===== src/phy_vendor_debug_pkg.sv =====
// constants for the vendor debug register bank of the 10/100 transceiver
package phy_vendor_debug_pkg;

	// register bus geometry
	localparam int ADDR_W = 5;
	localparam int DATA_W = 16;

	// register offsets
	localparam logic [4:0] REG_PCS_CONTROL = 5'h10;
	localparam logic [4:0] REG_ARBITER_STATE = 5'h11;
	localparam logic [4:0] REG_PULSE_MACHINE_STATE = 5'h12;
	localparam logic [4:0] REG_USER_OUTPUT_WORD = 5'h14;
	localparam logic [4:0] REG_RECEIVE_ERROR_COUNTER = 5'h15;
	localparam logic [4:0] REG_IRQ_STATUS = 5'h16;
	localparam logic [4:0] REG_IRQ_MASK = 5'h17;

	// pcs control field positions
	localparam int PCS_LOCK_BIT = 15;
	localparam int PCS_UNUSED_MSB = 14;
	localparam int PCS_UNUSED_LSB = 12;
	localparam int PCS_TEST_MSB = 11;
	localparam int PCS_TEST_LSB = 4;
	localparam int PCS_LOOP_CFG_BIT = 3;
	localparam int PCS_SCAN_BIT = 2;
	localparam int PCS_FORCE_LOOP_BIT = 1;
	localparam int PCS_SPEEDUP_BIT = 0;

	// field widths
	localparam int ARB_STATE_W = 13;
	localparam int NLP_STATE_W = 6;
	localparam int FLP_XMIT_W = 6;
	localparam int FLP_RCV_ACTIVE_W = 4;
	localparam int IRQ_W = 4;

	// error counter packing
	localparam int CNT_MODE_BIT = 0;
	localparam int CNT8_RXER_W = 8;
	localparam int CNT8_FALSE_W = 4;
	localparam int CNT8_DISC_W = 4;

	// interrupt bit positions
	localparam int IRQ_RXER_BIT = 0;
	localparam int IRQ_FALSE_BIT = 1;
	localparam int IRQ_DISC_BIT = 2;
	localparam int IRQ_LOCK_LOST_BIT = 3;

	// reset values
	localparam logic [15:0] PCS_CONTROL_RESET = 16'h0000;
	localparam logic [15:0] USER_WORD_RESET = 16'h0000;
	localparam logic [3:0] IRQ_MASK_RESET = 4'h0;
	localparam logic CNT_MODE_RESET = 1'b0;

	// link monitor interval
	localparam int CLK_MHZ = 50;
	localparam int LM_NORMAL_US = 620;
	localparam int LM_FAST_US = 10;
	localparam int LM_NORMAL_CYCLES = LM_NORMAL_US * CLK_MHZ;
	localparam int LM_FAST_CYCLES = LM_FAST_US * CLK_MHZ;
	localparam int LM_CNT_W = 16;

endpackage : phy_vendor_debug_pkg


===== src/sat_event_counter.sv =====
// saturating event counter with clear that never loses a same-cycle event
`timescale 1ns/100ps
`default_nettype none

module sat_event_counter #(
	parameter int W = 8
) (
	input wire logic clk,
	input wire logic sys_rst,
	input wire logic clr,
	input wire logic inc,
	output logic [W-1:0] count
);

	logic [W-1:0] count_r;
	logic [W-1:0] count_nxt;
	wire logic at_top = &count_r;

	// an event in the clearing cycle becomes the first count of the new window
	assign count_nxt = clr ? {{(W-1){1'b0}}, inc} : ((inc && !at_top) ? count_r + 1'b1 : count_r);
	assign count = count_r;

	always_ff @(posedge clk)
	begin
		if (sys_rst)
			count_r <= '0;
		else
			count_r <= count_nxt;
	end

endmodule : sat_event_counter

`default_nettype wire


===== src/link_monitor_timer.sv =====
// link monitor interval timer, restarted whenever the monitor is idle
`timescale 1ns/100ps
`default_nettype none

module link_monitor_timer #(
	parameter int CW = 16
) (
	input wire logic clk,
	input wire logic sys_rst,
	input wire logic run,
	input wire logic [CW-1:0] interval,
	output logic done
);

	logic [CW-1:0] cnt_r;
	logic done_r;
	wire logic expire = run && (cnt_r >= interval - 1'b1);

	// comparing with >= lets a shortened interval take effect mid-count
	always_ff @(posedge clk)
	begin
		if (sys_rst || !run || expire)
			cnt_r <= '0;
		else
			cnt_r <= cnt_r + 1'b1;
	end

	always_ff @(posedge clk)
	begin
		if (sys_rst)
			done_r <= 1'b0;
		else
			done_r <= expire;
	end

	assign done = done_r;

endmodule : link_monitor_timer

`default_nettype wire


===== src/phy_vendor_debug_registers.sv =====
// vendor debug register bank: pcs control, autoneg state views, user word, error counters
//
// Behaviour
// - The top bit of pcs control reads the live descrambler lock indication.
// - The three bits below the lock bit in pcs control always read zero.
// - The eight generic test bits are stored read/write and do not steer the pcs; software should write zero.
// - With loopback configure set the whole loopback runs inside the pcs, otherwise loopback only disables collision.
// - Force loopback loops data back without forcing transmit idle and without disabling collision.
// - Counter speedup shortens the link monitor interval from 620 us to 10 us, the same as quick test mode.
// - The arbiter state register shows the arbitration states in its low bits and reads zero in its top three.
// - Top bit of the pulse machine register is set while FLP receive is in capture, clock, data-zero or data-one.
// - Each normal link pulse receive state is shown as its own read-only bit.
// - Each FLP transmit state is shown as its own read-only bit in the lowest six bits.
// - A write-only mode bit selects 16-bit packing at zero and 8-bit packing at one, resets to zero, never reads.
// - In 16-bit packing all sixteen bits count receive errors and a read clears them.
// - In 8-bit packing the low byte counts receive errors and a read clears it.
// - In 8-bit packing the next four bits count false carrier events and a read clears them.
// - In 8-bit packing the top four bits count disconnect events and a read clears them.
`timescale 1ns/100ps
`default_nettype none

module phy_vendor_debug_registers
	import phy_vendor_debug_pkg::*;
#(
	parameter int LM_NORMAL_CNT = phy_vendor_debug_pkg::LM_NORMAL_CYCLES
) (
	input wire logic clk,
	input wire logic sys_rst,
	input wire logic [phy_vendor_debug_pkg::ADDR_W-1:0] reg_addr,
	input wire logic [phy_vendor_debug_pkg::DATA_W-1:0] reg_wdata,
	input wire logic reg_wr,
	input wire logic reg_rd,
	output logic [phy_vendor_debug_pkg::DATA_W-1:0] reg_rdata,
	input wire logic descrambler_locked,
	input wire logic loopback_req,
	input wire logic quick_test_mode,
	input wire logic link_monitor_run,
	input wire logic [phy_vendor_debug_pkg::ARB_STATE_W-1:0] arbiter_state,
	input wire logic [phy_vendor_debug_pkg::FLP_RCV_ACTIVE_W-1:0] flp_rcv_active_states,
	input wire logic flp_rcv_pass,
	input wire logic flp_rcv_pulse_count,
	input wire logic flp_rcv_pulse_detect,
	input wire logic [phy_vendor_debug_pkg::NLP_STATE_W-1:0] nlp_rcv_state,
	input wire logic [phy_vendor_debug_pkg::FLP_XMIT_W-1:0] flp_xmit_state,
	input wire logic rx_error_evt,
	input wire logic false_carrier_evt,
	input wire logic disconnect_evt,
	output logic pcs_loop_active,
	output logic tx_force_idle,
	output logic collision_disable,
	output logic scan_mode,
	output logic [7:0] generic_test_field,
	output logic link_monitor_done,
	output logic [15:0] user_word_out_bus,
	output logic irq
);

	////////////////////////////////////////////////////////////////////////////////
	// address decode

	wire logic sel_pcs = (reg_addr == REG_PCS_CONTROL);
	wire logic sel_arb = (reg_addr == REG_ARBITER_STATE);
	wire logic sel_pulse = (reg_addr == REG_PULSE_MACHINE_STATE);
	wire logic sel_user = (reg_addr == REG_USER_OUTPUT_WORD);
	wire logic sel_cnt = (reg_addr == REG_RECEIVE_ERROR_COUNTER);
	wire logic sel_isr = (reg_addr == REG_IRQ_STATUS);
	wire logic sel_imr = (reg_addr == REG_IRQ_MASK);
	wire logic wr_pcs = reg_wr && sel_pcs;
	wire logic wr_user = reg_wr && sel_user;
	wire logic wr_cnt = reg_wr && sel_cnt;
	wire logic wr_isr = reg_wr && sel_isr;
	wire logic wr_imr = reg_wr && sel_imr;
	wire logic rd_cnt = reg_rd && sel_cnt;

	////////////////////////////////////////////////////////////////////////////////
	// writable state

	logic [11:0] pcs_ctl_r;
	logic [15:0] user_word_r;
	logic cnt_mode_r;
	logic [IRQ_W-1:0] irq_status_r;
	logic [IRQ_W-1:0] irq_status_nxt;
	logic [IRQ_W-1:0] irq_mask_r;
	logic locked_prev_r;
	logic [DATA_W-1:0] rdata_r;

	// only bits 11..0 hold state; the lock and unused bits are live or constant
	always_ff @(posedge clk)
	begin
		if (sys_rst)
			pcs_ctl_r <= PCS_CONTROL_RESET[11:0];
		else if (wr_pcs)
			pcs_ctl_r <= reg_wdata[11:0];
	end

	// user word goes straight to the output bus
	always_ff @(posedge clk)
	begin
		if (sys_rst)
			user_word_r <= USER_WORD_RESET;
		else if (wr_user)
			user_word_r <= reg_wdata;
	end

	// packing mode is write-only; reads of this offset see the counters
	always_ff @(posedge clk)
	begin
		if (sys_rst)
			cnt_mode_r <= CNT_MODE_RESET;
		else if (wr_cnt)
			cnt_mode_r <= reg_wdata[CNT_MODE_BIT];
	end

	////////////////////////////////////////////////////////////////////////////////
	// pcs control effects

	wire logic loop_cfg = pcs_ctl_r[PCS_LOOP_CFG_BIT];
	wire logic force_loop = pcs_ctl_r[PCS_FORCE_LOOP_BIT];
	wire logic speedup = pcs_ctl_r[PCS_SPEEDUP_BIT];

	// force loopback overrides the idle and collision side effects of plain loopback
	assign pcs_loop_active = force_loop || (loopback_req && loop_cfg);
	assign tx_force_idle = loopback_req && loop_cfg && !force_loop;
	assign collision_disable = loopback_req && !force_loop;
	assign scan_mode = pcs_ctl_r[PCS_SCAN_BIT];
	assign generic_test_field = pcs_ctl_r[PCS_TEST_MSB:PCS_TEST_LSB];
	assign user_word_out_bus = user_word_r;

	////////////////////////////////////////////////////////////////////////////////
	// link monitor interval

	localparam logic [LM_CNT_W-1:0] LM_NORMAL_VAL = LM_CNT_W'(LM_NORMAL_CNT);
	localparam logic [LM_CNT_W-1:0] LM_FAST_VAL = LM_CNT_W'(LM_FAST_CYCLES);

	wire logic lm_fast = speedup || quick_test_mode;
	wire logic [LM_CNT_W-1:0] lm_interval = lm_fast ? LM_FAST_VAL : LM_NORMAL_VAL;

	link_monitor_timer #(
		.CW(LM_CNT_W)
	) u_lm_timer (
		.clk(clk),
		.sys_rst(sys_rst),
		.run(link_monitor_run),
		.interval(lm_interval),
		.done(link_monitor_done)
	);

	////////////////////////////////////////////////////////////////////////////////
	// event counters

	logic [15:0] cnt16_rxer;
	logic [CNT8_RXER_W-1:0] cnt8_rxer;
	logic [CNT8_FALSE_W-1:0] cnt8_false;
	logic [CNT8_DISC_W-1:0] cnt8_disc;

	// only the counters of the selected packing advance; a read clears them all
	wire logic inc16_rxer = rx_error_evt && !cnt_mode_r;
	wire logic inc8_rxer = rx_error_evt && cnt_mode_r;
	wire logic inc8_false = false_carrier_evt && cnt_mode_r;
	wire logic inc8_disc = disconnect_evt && cnt_mode_r;

	sat_event_counter #(
		.W(16)
	) u_cnt16_rxer (
		.clk(clk),
		.sys_rst(sys_rst),
		.clr(rd_cnt),
		.inc(inc16_rxer),
		.count(cnt16_rxer)
	);

	sat_event_counter #(
		.W(CNT8_RXER_W)
	) u_cnt8_rxer (
		.clk(clk),
		.sys_rst(sys_rst),
		.clr(rd_cnt),
		.inc(inc8_rxer),
		.count(cnt8_rxer)
	);

	sat_event_counter #(
		.W(CNT8_FALSE_W)
	) u_cnt8_false (
		.clk(clk),
		.sys_rst(sys_rst),
		.clr(rd_cnt),
		.inc(inc8_false),
		.count(cnt8_false)
	);

	sat_event_counter #(
		.W(CNT8_DISC_W)
	) u_cnt8_disc (
		.clk(clk),
		.sys_rst(sys_rst),
		.clr(rd_cnt),
		.inc(inc8_disc),
		.count(cnt8_disc)
	);

	////////////////////////////////////////////////////////////////////////////////
	// interrupts

	wire logic lock_lost_evt = locked_prev_r && !descrambler_locked;
	wire logic [IRQ_W-1:0] irq_events = {lock_lost_evt, disconnect_evt, false_carrier_evt, rx_error_evt};
	wire logic [IRQ_W-1:0] irq_clear = wr_isr ? reg_wdata[IRQ_W-1:0] : '0;

	// a new event wins over a write-one-to-clear in the same cycle
	assign irq_status_nxt = (irq_status_r & ~irq_clear) | irq_events;
	assign irq = |(irq_status_r & irq_mask_r);

	always_ff @(posedge clk)
	begin
		if (sys_rst)
		begin
			irq_status_r <= '0;
			irq_mask_r <= IRQ_MASK_RESET;
			locked_prev_r <= 1'b0;
		end
		else
		begin
			irq_status_r <= irq_status_nxt;
			irq_mask_r <= wr_imr ? reg_wdata[IRQ_W-1:0] : irq_mask_r;
			locked_prev_r <= descrambler_locked;
		end
	end

	////////////////////////////////////////////////////////////////////////////////
	// read mux

	wire logic [15:0] pcs_view = {descrambler_locked, 3'h0, pcs_ctl_r};
	wire logic [15:0] arb_view = {3'h0, arbiter_state};
	wire logic flp_receiving = |flp_rcv_active_states;
	wire logic [15:0] pulse_view = {flp_receiving, flp_rcv_pass, flp_rcv_pulse_count, flp_rcv_pulse_detect,
		nlp_rcv_state, flp_xmit_state};
	wire logic [15:0] cnt_view = cnt_mode_r ? {cnt8_disc, cnt8_false, cnt8_rxer} : cnt16_rxer;
	wire logic [15:0] isr_view = {12'h000, irq_status_r};
	wire logic [15:0] imr_view = {12'h000, irq_mask_r};

	// unmapped offsets read as zero
	wire logic [15:0] rd_mux = sel_pcs ? pcs_view :
		sel_arb ? arb_view :
		sel_pulse ? pulse_view :
		sel_user ? user_word_r :
		sel_cnt ? cnt_view :
		sel_isr ? isr_view :
		sel_imr ? imr_view : 16'h0000;

	// read data stand only in the cycle after the strobe
	always_ff @(posedge clk)
	begin
		if (sys_rst || !reg_rd)
			rdata_r <= '0;
		else
			rdata_r <= rd_mux;
	end

	assign reg_rdata = rdata_r;

	////////////////////////////////////////////////////////////////////////////////
	// checks

	property p_lock_live;
		@(posedge clk) disable iff (sys_rst)
		(reg_rd && sel_pcs) |=> (reg_rdata[15] == $past(descrambler_locked));
	endproperty
	a_lock_live: assert property (p_lock_live) else $error("lock bit does not follow descrambler");

	property p_unused_zero;
		@(posedge clk) disable iff (sys_rst)
		(reg_rd && sel_pcs) |=> (reg_rdata[14:12] == 3'h0);
	endproperty
	a_unused_zero: assert property (p_unused_zero) else $error("unused pcs bits not zero");

	property p_test_bits;
		@(posedge clk) disable iff (sys_rst)
		wr_pcs |=> (generic_test_field == $past(reg_wdata[PCS_TEST_MSB:PCS_TEST_LSB]));
	endproperty
	a_test_bits: assert property (p_test_bits) else $error("test bits not stored");

	property p_loop_cfg_low;
		@(posedge clk) disable iff (sys_rst)
		(loopback_req && !loop_cfg && !force_loop) |-> (collision_disable && !pcs_loop_active && !tx_force_idle);
	endproperty
	a_loop_cfg_low: assert property (p_loop_cfg_low) else $error("plain loopback does more than disable collision");

	property p_force_loop;
		@(posedge clk) disable iff (sys_rst)
		(wr_pcs && reg_wdata[PCS_FORCE_LOOP_BIT]) |=> (pcs_loop_active && !tx_force_idle && !collision_disable);
	endproperty
	a_force_loop: assert property (p_force_loop) else $error("force loopback has side effects");

	property p_fast_interval;
		@(posedge clk) disable iff (sys_rst)
		($rose(link_monitor_run) && lm_fast) ##1 (link_monitor_run && lm_fast) [*8] |-> ##[0:495] link_monitor_done;
	endproperty
	a_fast_interval: assert property (p_fast_interval) else $error("fast link monitor interval too long");

	property p_arb_top_zero;
		@(posedge clk) disable iff (sys_rst)
		(reg_rd && sel_arb) |=> (reg_rdata == {3'h0, $past(arbiter_state)});
	endproperty
	a_arb_top_zero: assert property (p_arb_top_zero) else $error("arbiter view wrong");

	property p_flp_receiving;
		@(posedge clk) disable iff (sys_rst)
		(reg_rd && sel_pulse) |=> (reg_rdata[15] == ($past(flp_rcv_active_states) != 4'h0));
	endproperty
	a_flp_receiving: assert property (p_flp_receiving) else $error("receiving flp bit wrong");

	property p_user_hold;
		@(posedge clk) disable iff (sys_rst)
		wr_user ##1 !wr_user |-> (user_word_out_bus == $past(reg_wdata));
	endproperty
	a_user_hold: assert property (p_user_hold) else $error("user word bus lost its value");

	property p_mode_select;
		@(posedge clk) disable iff (sys_rst)
		wr_cnt |=> (cnt_mode_r == $past(reg_wdata[0]));
	endproperty
	a_mode_select: assert property (p_mode_select) else $error("packing mode not taken");

	property p_clear_on_read;
		@(posedge clk) disable iff (sys_rst)
		(rd_cnt && !rx_error_evt) |=> (cnt16_rxer == 16'h0000 && cnt8_rxer == 8'h00);
	endproperty
	a_clear_on_read: assert property (p_clear_on_read) else $error("counter not cleared by read");

	property p_saturate;
		@(posedge clk) disable iff (sys_rst)
		(cnt8_disc == 4'hF && !rd_cnt) |=> (cnt8_disc == 4'hF);
	endproperty
	a_saturate: assert property (p_saturate) else $error("disconnect count wrapped");

endmodule : phy_vendor_debug_registers

`default_nettype wire


===== config.mk =====
export PLATFORM = sky130hd
export DESIGN_NAME = phy_vendor_debug_registers
export DESIGN_NICKNAME = d
export VERILOG_FILES = /design/src/phy_vendor_debug_pkg.sv /design/src/sat_event_counter.sv /design/src/link_monitor_timer.sv /design/src/phy_vendor_debug_registers.sv
export SDC_FILE = /design/constraint.sdc
export NUM_CORES = 1
export LEC_CHECK = 0
export ABC_AREA = 0
export BUFFER_PORTS_ARGS = -buffer_cell sky130_fd_sc_hd__buf_2
export CAP_MARGIN = 0
export CORE_UTILIZATION = 45
export DETAILED_ROUTE_END_ITERATION = 10
export PLACE_DENSITY = 0.75
export REMOVE_ABC_BUFFERS = 1
export SLEW_MARGIN = 20
export SYNTH_ARGS = -nofsm -noshare
export SYNTH_HDL_FRONTEND = slang
export SYNTH_SLANG_ARGS = --single-unit

===== constraint.sdc =====
create_clock -name clk -period 5.18 [get_ports clk]
set_clock_uncertainty 0.1 [all_clocks]
set_input_delay 0.259 -clock clk [delete_from_list [all_inputs] [get_ports clk]]
set_output_delay 0.259 -clock clk [all_outputs]
set_load 0.05 [all_outputs]

; Yosys cells after proc, flatten, opt, wreduce, memory -nomap -nowiden
; Index checks and enable logic that the tools add are counted.
[classes]
n_reduce_logical = 46
add_sub_neg = 6
n_bitwise = 4
n_div = 0
n_lt_le_gt_ge = 1
mul = 0
shifts = 0
n_eq_ne = 7
n_mux = 18
[op_table]
columns = cell, n
row1 = $mux 16, 6
row2 = $eq 5x5->1 const B, 7
row3 = $add 16x1->16 const B, 2
row4 = $logic_and 1x1->1, 19
row5 = $ge 16x16->1, 1
row6 = $reduce_and 16->1, 1
row7 = $sub 15x1->16 const B, 1
row8 = $mux 15, 1
row9 = $mux 4, 3
row10 = $logic_not 1->1, 9
row11 = $add 4x1->4 const B, 2
row12 = $add 8x1->8 const B, 1
row13 = $and 4x4->4, 2
row14 = $mux 1, 8
row15 = $reduce_and 4->1, 2
row16 = $reduce_and 8->1, 1
row17 = $reduce_bool 2->1, 4
row18 = $reduce_or 4->1, 2
row19 = $logic_or 1x1->1, 5
row20 = $not 4->4, 1
row21 = $or 4x4->4, 1
row22 = $reduce_or 2->1, 2
row23 = $reduce_or 3->1, 1
[totals]
ramBits = 0
mem_bits_ro = 0
output_inout_bits = 46
elab_cells = 101
reg_bits = 103
input_bits = 64
mem_count = 0
latchBits = 0

; Depth between registers and ports, before layout
[logic_depth]
depth_word = 8
mapped_depth = 9
ltp_nobuf = 7

; Modules after synthesis
; From an unflattened synthesis, not the netlist that was laid out.
[unflattened]
cells_unflattened = 689
area_unflattened_um2 = 5806.8
[by_module_without_submodules]
columns = module, cells_per_inst, seq_area_each_um2, instances, area_each_um2
row1 = phy_vendor_debug_registers, 339, 1081.0, 1, 2813.9
row2 = link_monitor_timer, 154, 340.3, 1, 1281.2
row3 = sat_event_counter at u_cnt16_rxer, 95, 320.3, 1, 802.0
row4 = sat_event_counter at u_cnt8_rxer, 51, 160.2, 1, 476.7
row5 = sat_event_counter at u_cnt8_disc ..., 25, 80.1, 2, 216.5

; Least setup slack after synthesis
; Ideal clock, no wire load.
[synth_path]
kind = register to register
startpoint = reg pcs_ctl_r[0]
endpoint = reg u_lm_timer.cnt_r[11]
stages_incl_launch_ff = 10
t_arrival_ps = 2021
path_buffers = 2
setup_time_ps = 73
period_less_slack_ps = 2194
slack_ps = 2986
required_ps = 5007
path_cell_list = dfxtp_1 > nor2_2 > inv_1 > ha_1 > a211oi_1 > o22ai_1 > or3b_1 > buf_2 > buf_6 > nor3_2
[synth_between]
elab_chain_cells = 6
[synth_lines]
columns = item, line_no
row1 = from (decl), phy_vendor_debug_registers.sv:78  ; logic [11:0] pcs_ctl_r;
row2 = from (signal assigned), phy_vendor_debug_registers.sv:91  ; pcs_ctl_r <= PCS_CONTROL_RESET[11:0];
row3 = from (signal assigned), phy_vendor_debug_registers.sv:93  ; pcs_ctl_r <= reg_wdata[11:0];
row4 = $logic_or 1x1->1, phy_vendor_debug_registers.sv:135  ; wire logic lm_fast = speedup || quick_test_mode;
row5 = $mux 15, phy_vendor_debug_registers.sv:136  ; wire logic [LM_CNT_W-1:0] lm_interval = lm_fast ? LM_FAST_VAL : LM_NORMAL_VAL;
row6 = $sub 15x1->16, link_monitor_timer.sv:17  ; wire logic expire = run && (cnt_r >= interval - 1'b1);
row7 = $ge 16x16->1, link_monitor_timer.sv:17
row8 = $logic_and 1x1->1, link_monitor_timer.sv:17
row9 = $logic_or 1x1->1, link_monitor_timer.sv:22  ; if (sys_rst || !run || expire)
row10 = to (signal assigned), link_monitor_timer.sv:25  ; cnt_r <= cnt_r + 1'b1;
row11 = to (decl), link_monitor_timer.sv:15  ; logic [CW-1:0] cnt_r;
; Every way passes these cells.
; A chain may end at the register's enable or synchronous reset.

; Worst setup path after layout
[layout_path]
startpoint = reg pcs_ctl_r[0]
endpoint = reg u_lm_timer.cnt_r[3]
; Same word-level chain as after synthesis.

==> impl_metrics.json <==
{
  "finalNetCount": 791,
  "antenna_cells": 0,
  "core_area_sq_um": 11660,
  "cts_tree": "yes",
  "r2r_slack_ns": 2.57,
  "pwr_density_cell_nw_per_um2": 259.1,
  "endpoint_kind": "flip-flop",
  "ys_seq_elements": 103,
  "status": "complete, no violations",
  "reg2reg_to": "u_lm_timer.cnt_r[3]",
  "critPathCapture": "u_lm_timer.cnt_r[3]",
  "initial_core_util_pct": 46.99,
  "grt_usage_pct": 24.76,
  "holdCritPathClass": "in2reg",
  "synth-edff-count": 0,
  "async_reset_ff_share_pct": 0,
  "yosysSeqAreaShare_pct": 37.63,
  "drv_cap": 0,
  "finalPower_mw": 1.627,
  "cp.required_ns": 5.30,
  "synthCells": 638,
  "dp_hpwl_um": 10910,
  "timing_worst_setup_path_type": "reg2reg",
  "vias_per_cell": 6.031,
  "clockBufferDepth": 2,
  "power_leakage_nw": 2.330,
  "synth.avg_cell_area_sq_um": 8.590,
  "die_w_um": 112.4,
  "worstPathArrival_ns": 2.73,
  "gp_congestion": 0.8687,
  "grt_start_max_net_pins": 47,
  "critPathLaunchType": "flip-flop",
  "slew_violations": 0,
  "area_delta_synth_final_pct": 14.59,
  "grt_pass1_vias": 4927,
  "io_buffers": 109,
  "drt.antenna.violating_nets": 0,
  "postCtsHoldBufs": 0,
  "cts_root_buffer": "clkbuf_16",
  "synth_cell_type_count": 69,
  "antenna_found_initial": 0,
  "rsz0062_at_grt": "false",
  "hold_viol": 0,
  "drt_pre_antenna_iters": 5,
  "setup_viol": 0,
  "critPathLaunch": "pcs_ctl_r[0]",
  "vias": 5205,
  "synth_area_leaders": "dfxtp_1 (38%), nand2_1 (6.0%), a21oi_1 (5.8%)",
  "overflow": 0,
  "r2r_start": "pcs_ctl_r[0]",
  "cts_made_buffers": 9,
  "die_area_sq_um": 12620,
  "drive_above_1_share_pct": 24.03,
  "htreeDepth": 3,
  "worst_slew_pin_slew_ns": 0.8676,
  "clk_transition_reported_paths_ns": 0.07,
  "wl_um": 15350,
  "path_max_fanout": 9,
  "dieHeight_um": 112.4,
  "peakVddDrop_uv": 169.9,
  "period_minus_slack_ns": 2.608,
  "insertion_delay_ns": 0.36,
  "ys.flop_type": "dfxtp_1",
  "ys.warnings.count": 0,
  "wl_per_cell_um": 17.79,
  "synthTopCellsByCount": "dfxtp_1 (103), nand2_1 (88), a21oi_1 (64)",
  "synth_top_area_share_pct": 37.63,
  "maxSlewHeadroom_pct": 42.00,
  "fillers": 1053,
  "clock_sinks": 103,
  "period_share_pct": 50.34,
  "post_cts_buffers": 0,
  "yosys.area.top_type": "dfxtp_1",
  "syn_area_sq_um": 5480,
  "rr_worst_depth": 8,
  "yosysMostFrequentCell": "dfxtp_1",
  "drc": 0,
  "cts_resized": 0,
  "drtIter0Drc": 496,
  "io-pin-count": 110,
  "grt_pass1_wl_um": 24600,
  "fmax_mhz": 383.5,
  "setup_tns_ns": 0,
  "rows": 39
}
## cells by family (layout without fill, tap and decap cells)
| kind of cell | Yosys count | after routing | share of synthesized area, % |
|---|---|---|---|
| compound gates | 165 | 165 | 20.16 |
| buf+inv | 56 | 138 | 5.342 |
| mux | 37 | 37 | 7.329 |
| xor+xnor | 16 | 16 | 2.557 |
| fa+ha+maj | 10 | 10 | 2.283 |
| flops | 103 | 103 | 37.63 |
| simple gates | 251 | 251 | 24.70 |
## critical path: stages (launching register included)
cell and delay, ns:
dfxtp_1 0.39, nor2_2 0.26, inv_1 0.12, ha_1 0.35, and4_1 0.23, nand2_1 0.07, o22ai_1 0.57, buf_4 0.30
nor3_1 0.07
## cell usage in the layout (no fill, tap or decap), types with 9 or more instances in the layout
cell type    n
a21oi_1     64
buf_2      109
clkbuf_16    9
dfxtp_1    102
ha_1        10
inv_1       10
mux2_2      11
mux2i_1     24
nand2_1     88
nand3_1     39
nor2_1      26
nor3_1      14
nor3_2       9
o21ai_0     19
o22ai_1     10
o31ai_1      9
or4_1        9
xnor2_1     13
## report_power, final
group | switching (mW) | internal [mW] | leakage [nW]
Sequential | 0.00749 | 0.800 | 0.833
Combinational | 0.0874 | 0.0504 | 1.36
Clock | 0.302 | 0.381 | 0.140
Total | 0.397 | 1.23 | 2.33
## per-stage QoR
stage          setup slack, ns  hold slack (ns)  utilization (%)  area (sq um)  cells
6_report                 2.572          0.04661            53.85          6280    863
5_1_grt                  2.434          0.05909            53.85          6280    863
4_1_cts                  2.626          0.03735            53.84          6279    863
3_5_place_dp             2.639           0.3615            51.38          5992    849
3_3_place_gp             2.756           0.3513            51.38          5992    849
2_1_floorplan            2.303           0.2257                -          5225    592
## flip-flops by register name, indices dropped and copies added, names as in the netlist
register,count
reg_rdata,16
u_cnt16_rxer.count,16
u_lm_timer.cnt_r,16
user_word_out_bus,16
pcs_ctl_r,12
u_cnt8_rxer.count,8
irq_mask_r,4
irq_status_r,4
u_cnt8_disc.count,4
u_cnt8_false.count,4
cnt_mode_r,1
locked_prev_r,1
u_lm_timer.done,1
## area by class of cell
type                       count  area [sq um]  share of cell area (%)
clock buffer                  10         239.0                   3.806
clock inverter                 4         47.55                  0.7571
inverter                      10         37.54                  0.5977
multi-input combinational    479          3131                   49.85
sequential                   103          2063                   32.86
tap                          143         178.9                   2.849
timing repair buffer         114         583.1                   9.285
## worst min-delay path by stage
stage / slack [ns] / from / cells past startpoint / endpoint
floorplan: 0.23 / sys_rst / 1 / locked_prev_r
global placement: 0.35 / pcs_ctl_r[7] / 2 / pcs_ctl_r[7]
detailed placement: 0.36 / pcs_ctl_r[8] / 2 / pcs_ctl_r[8]
CTS: 0.04 / reg_wdata[9] / 3 / pcs_ctl_r[9]
global route: 0.06 / reg_wdata[7] / 3 / pcs_ctl_r[7]
finish: 0.05 / reg_wdata[7] / 3 / pcs_ctl_r[7]
## metal layers
layer	routed length, um	global-route usage [%]	vias to the layer above
met1	6652	30.64	2489
met3	1033	6.587	26
met2	7347	41.49	194
met5	0	0	-
met4	321	8.978	0
li1	-	-	2496
No activity file was read; power rests on OpenSTA's default activity.
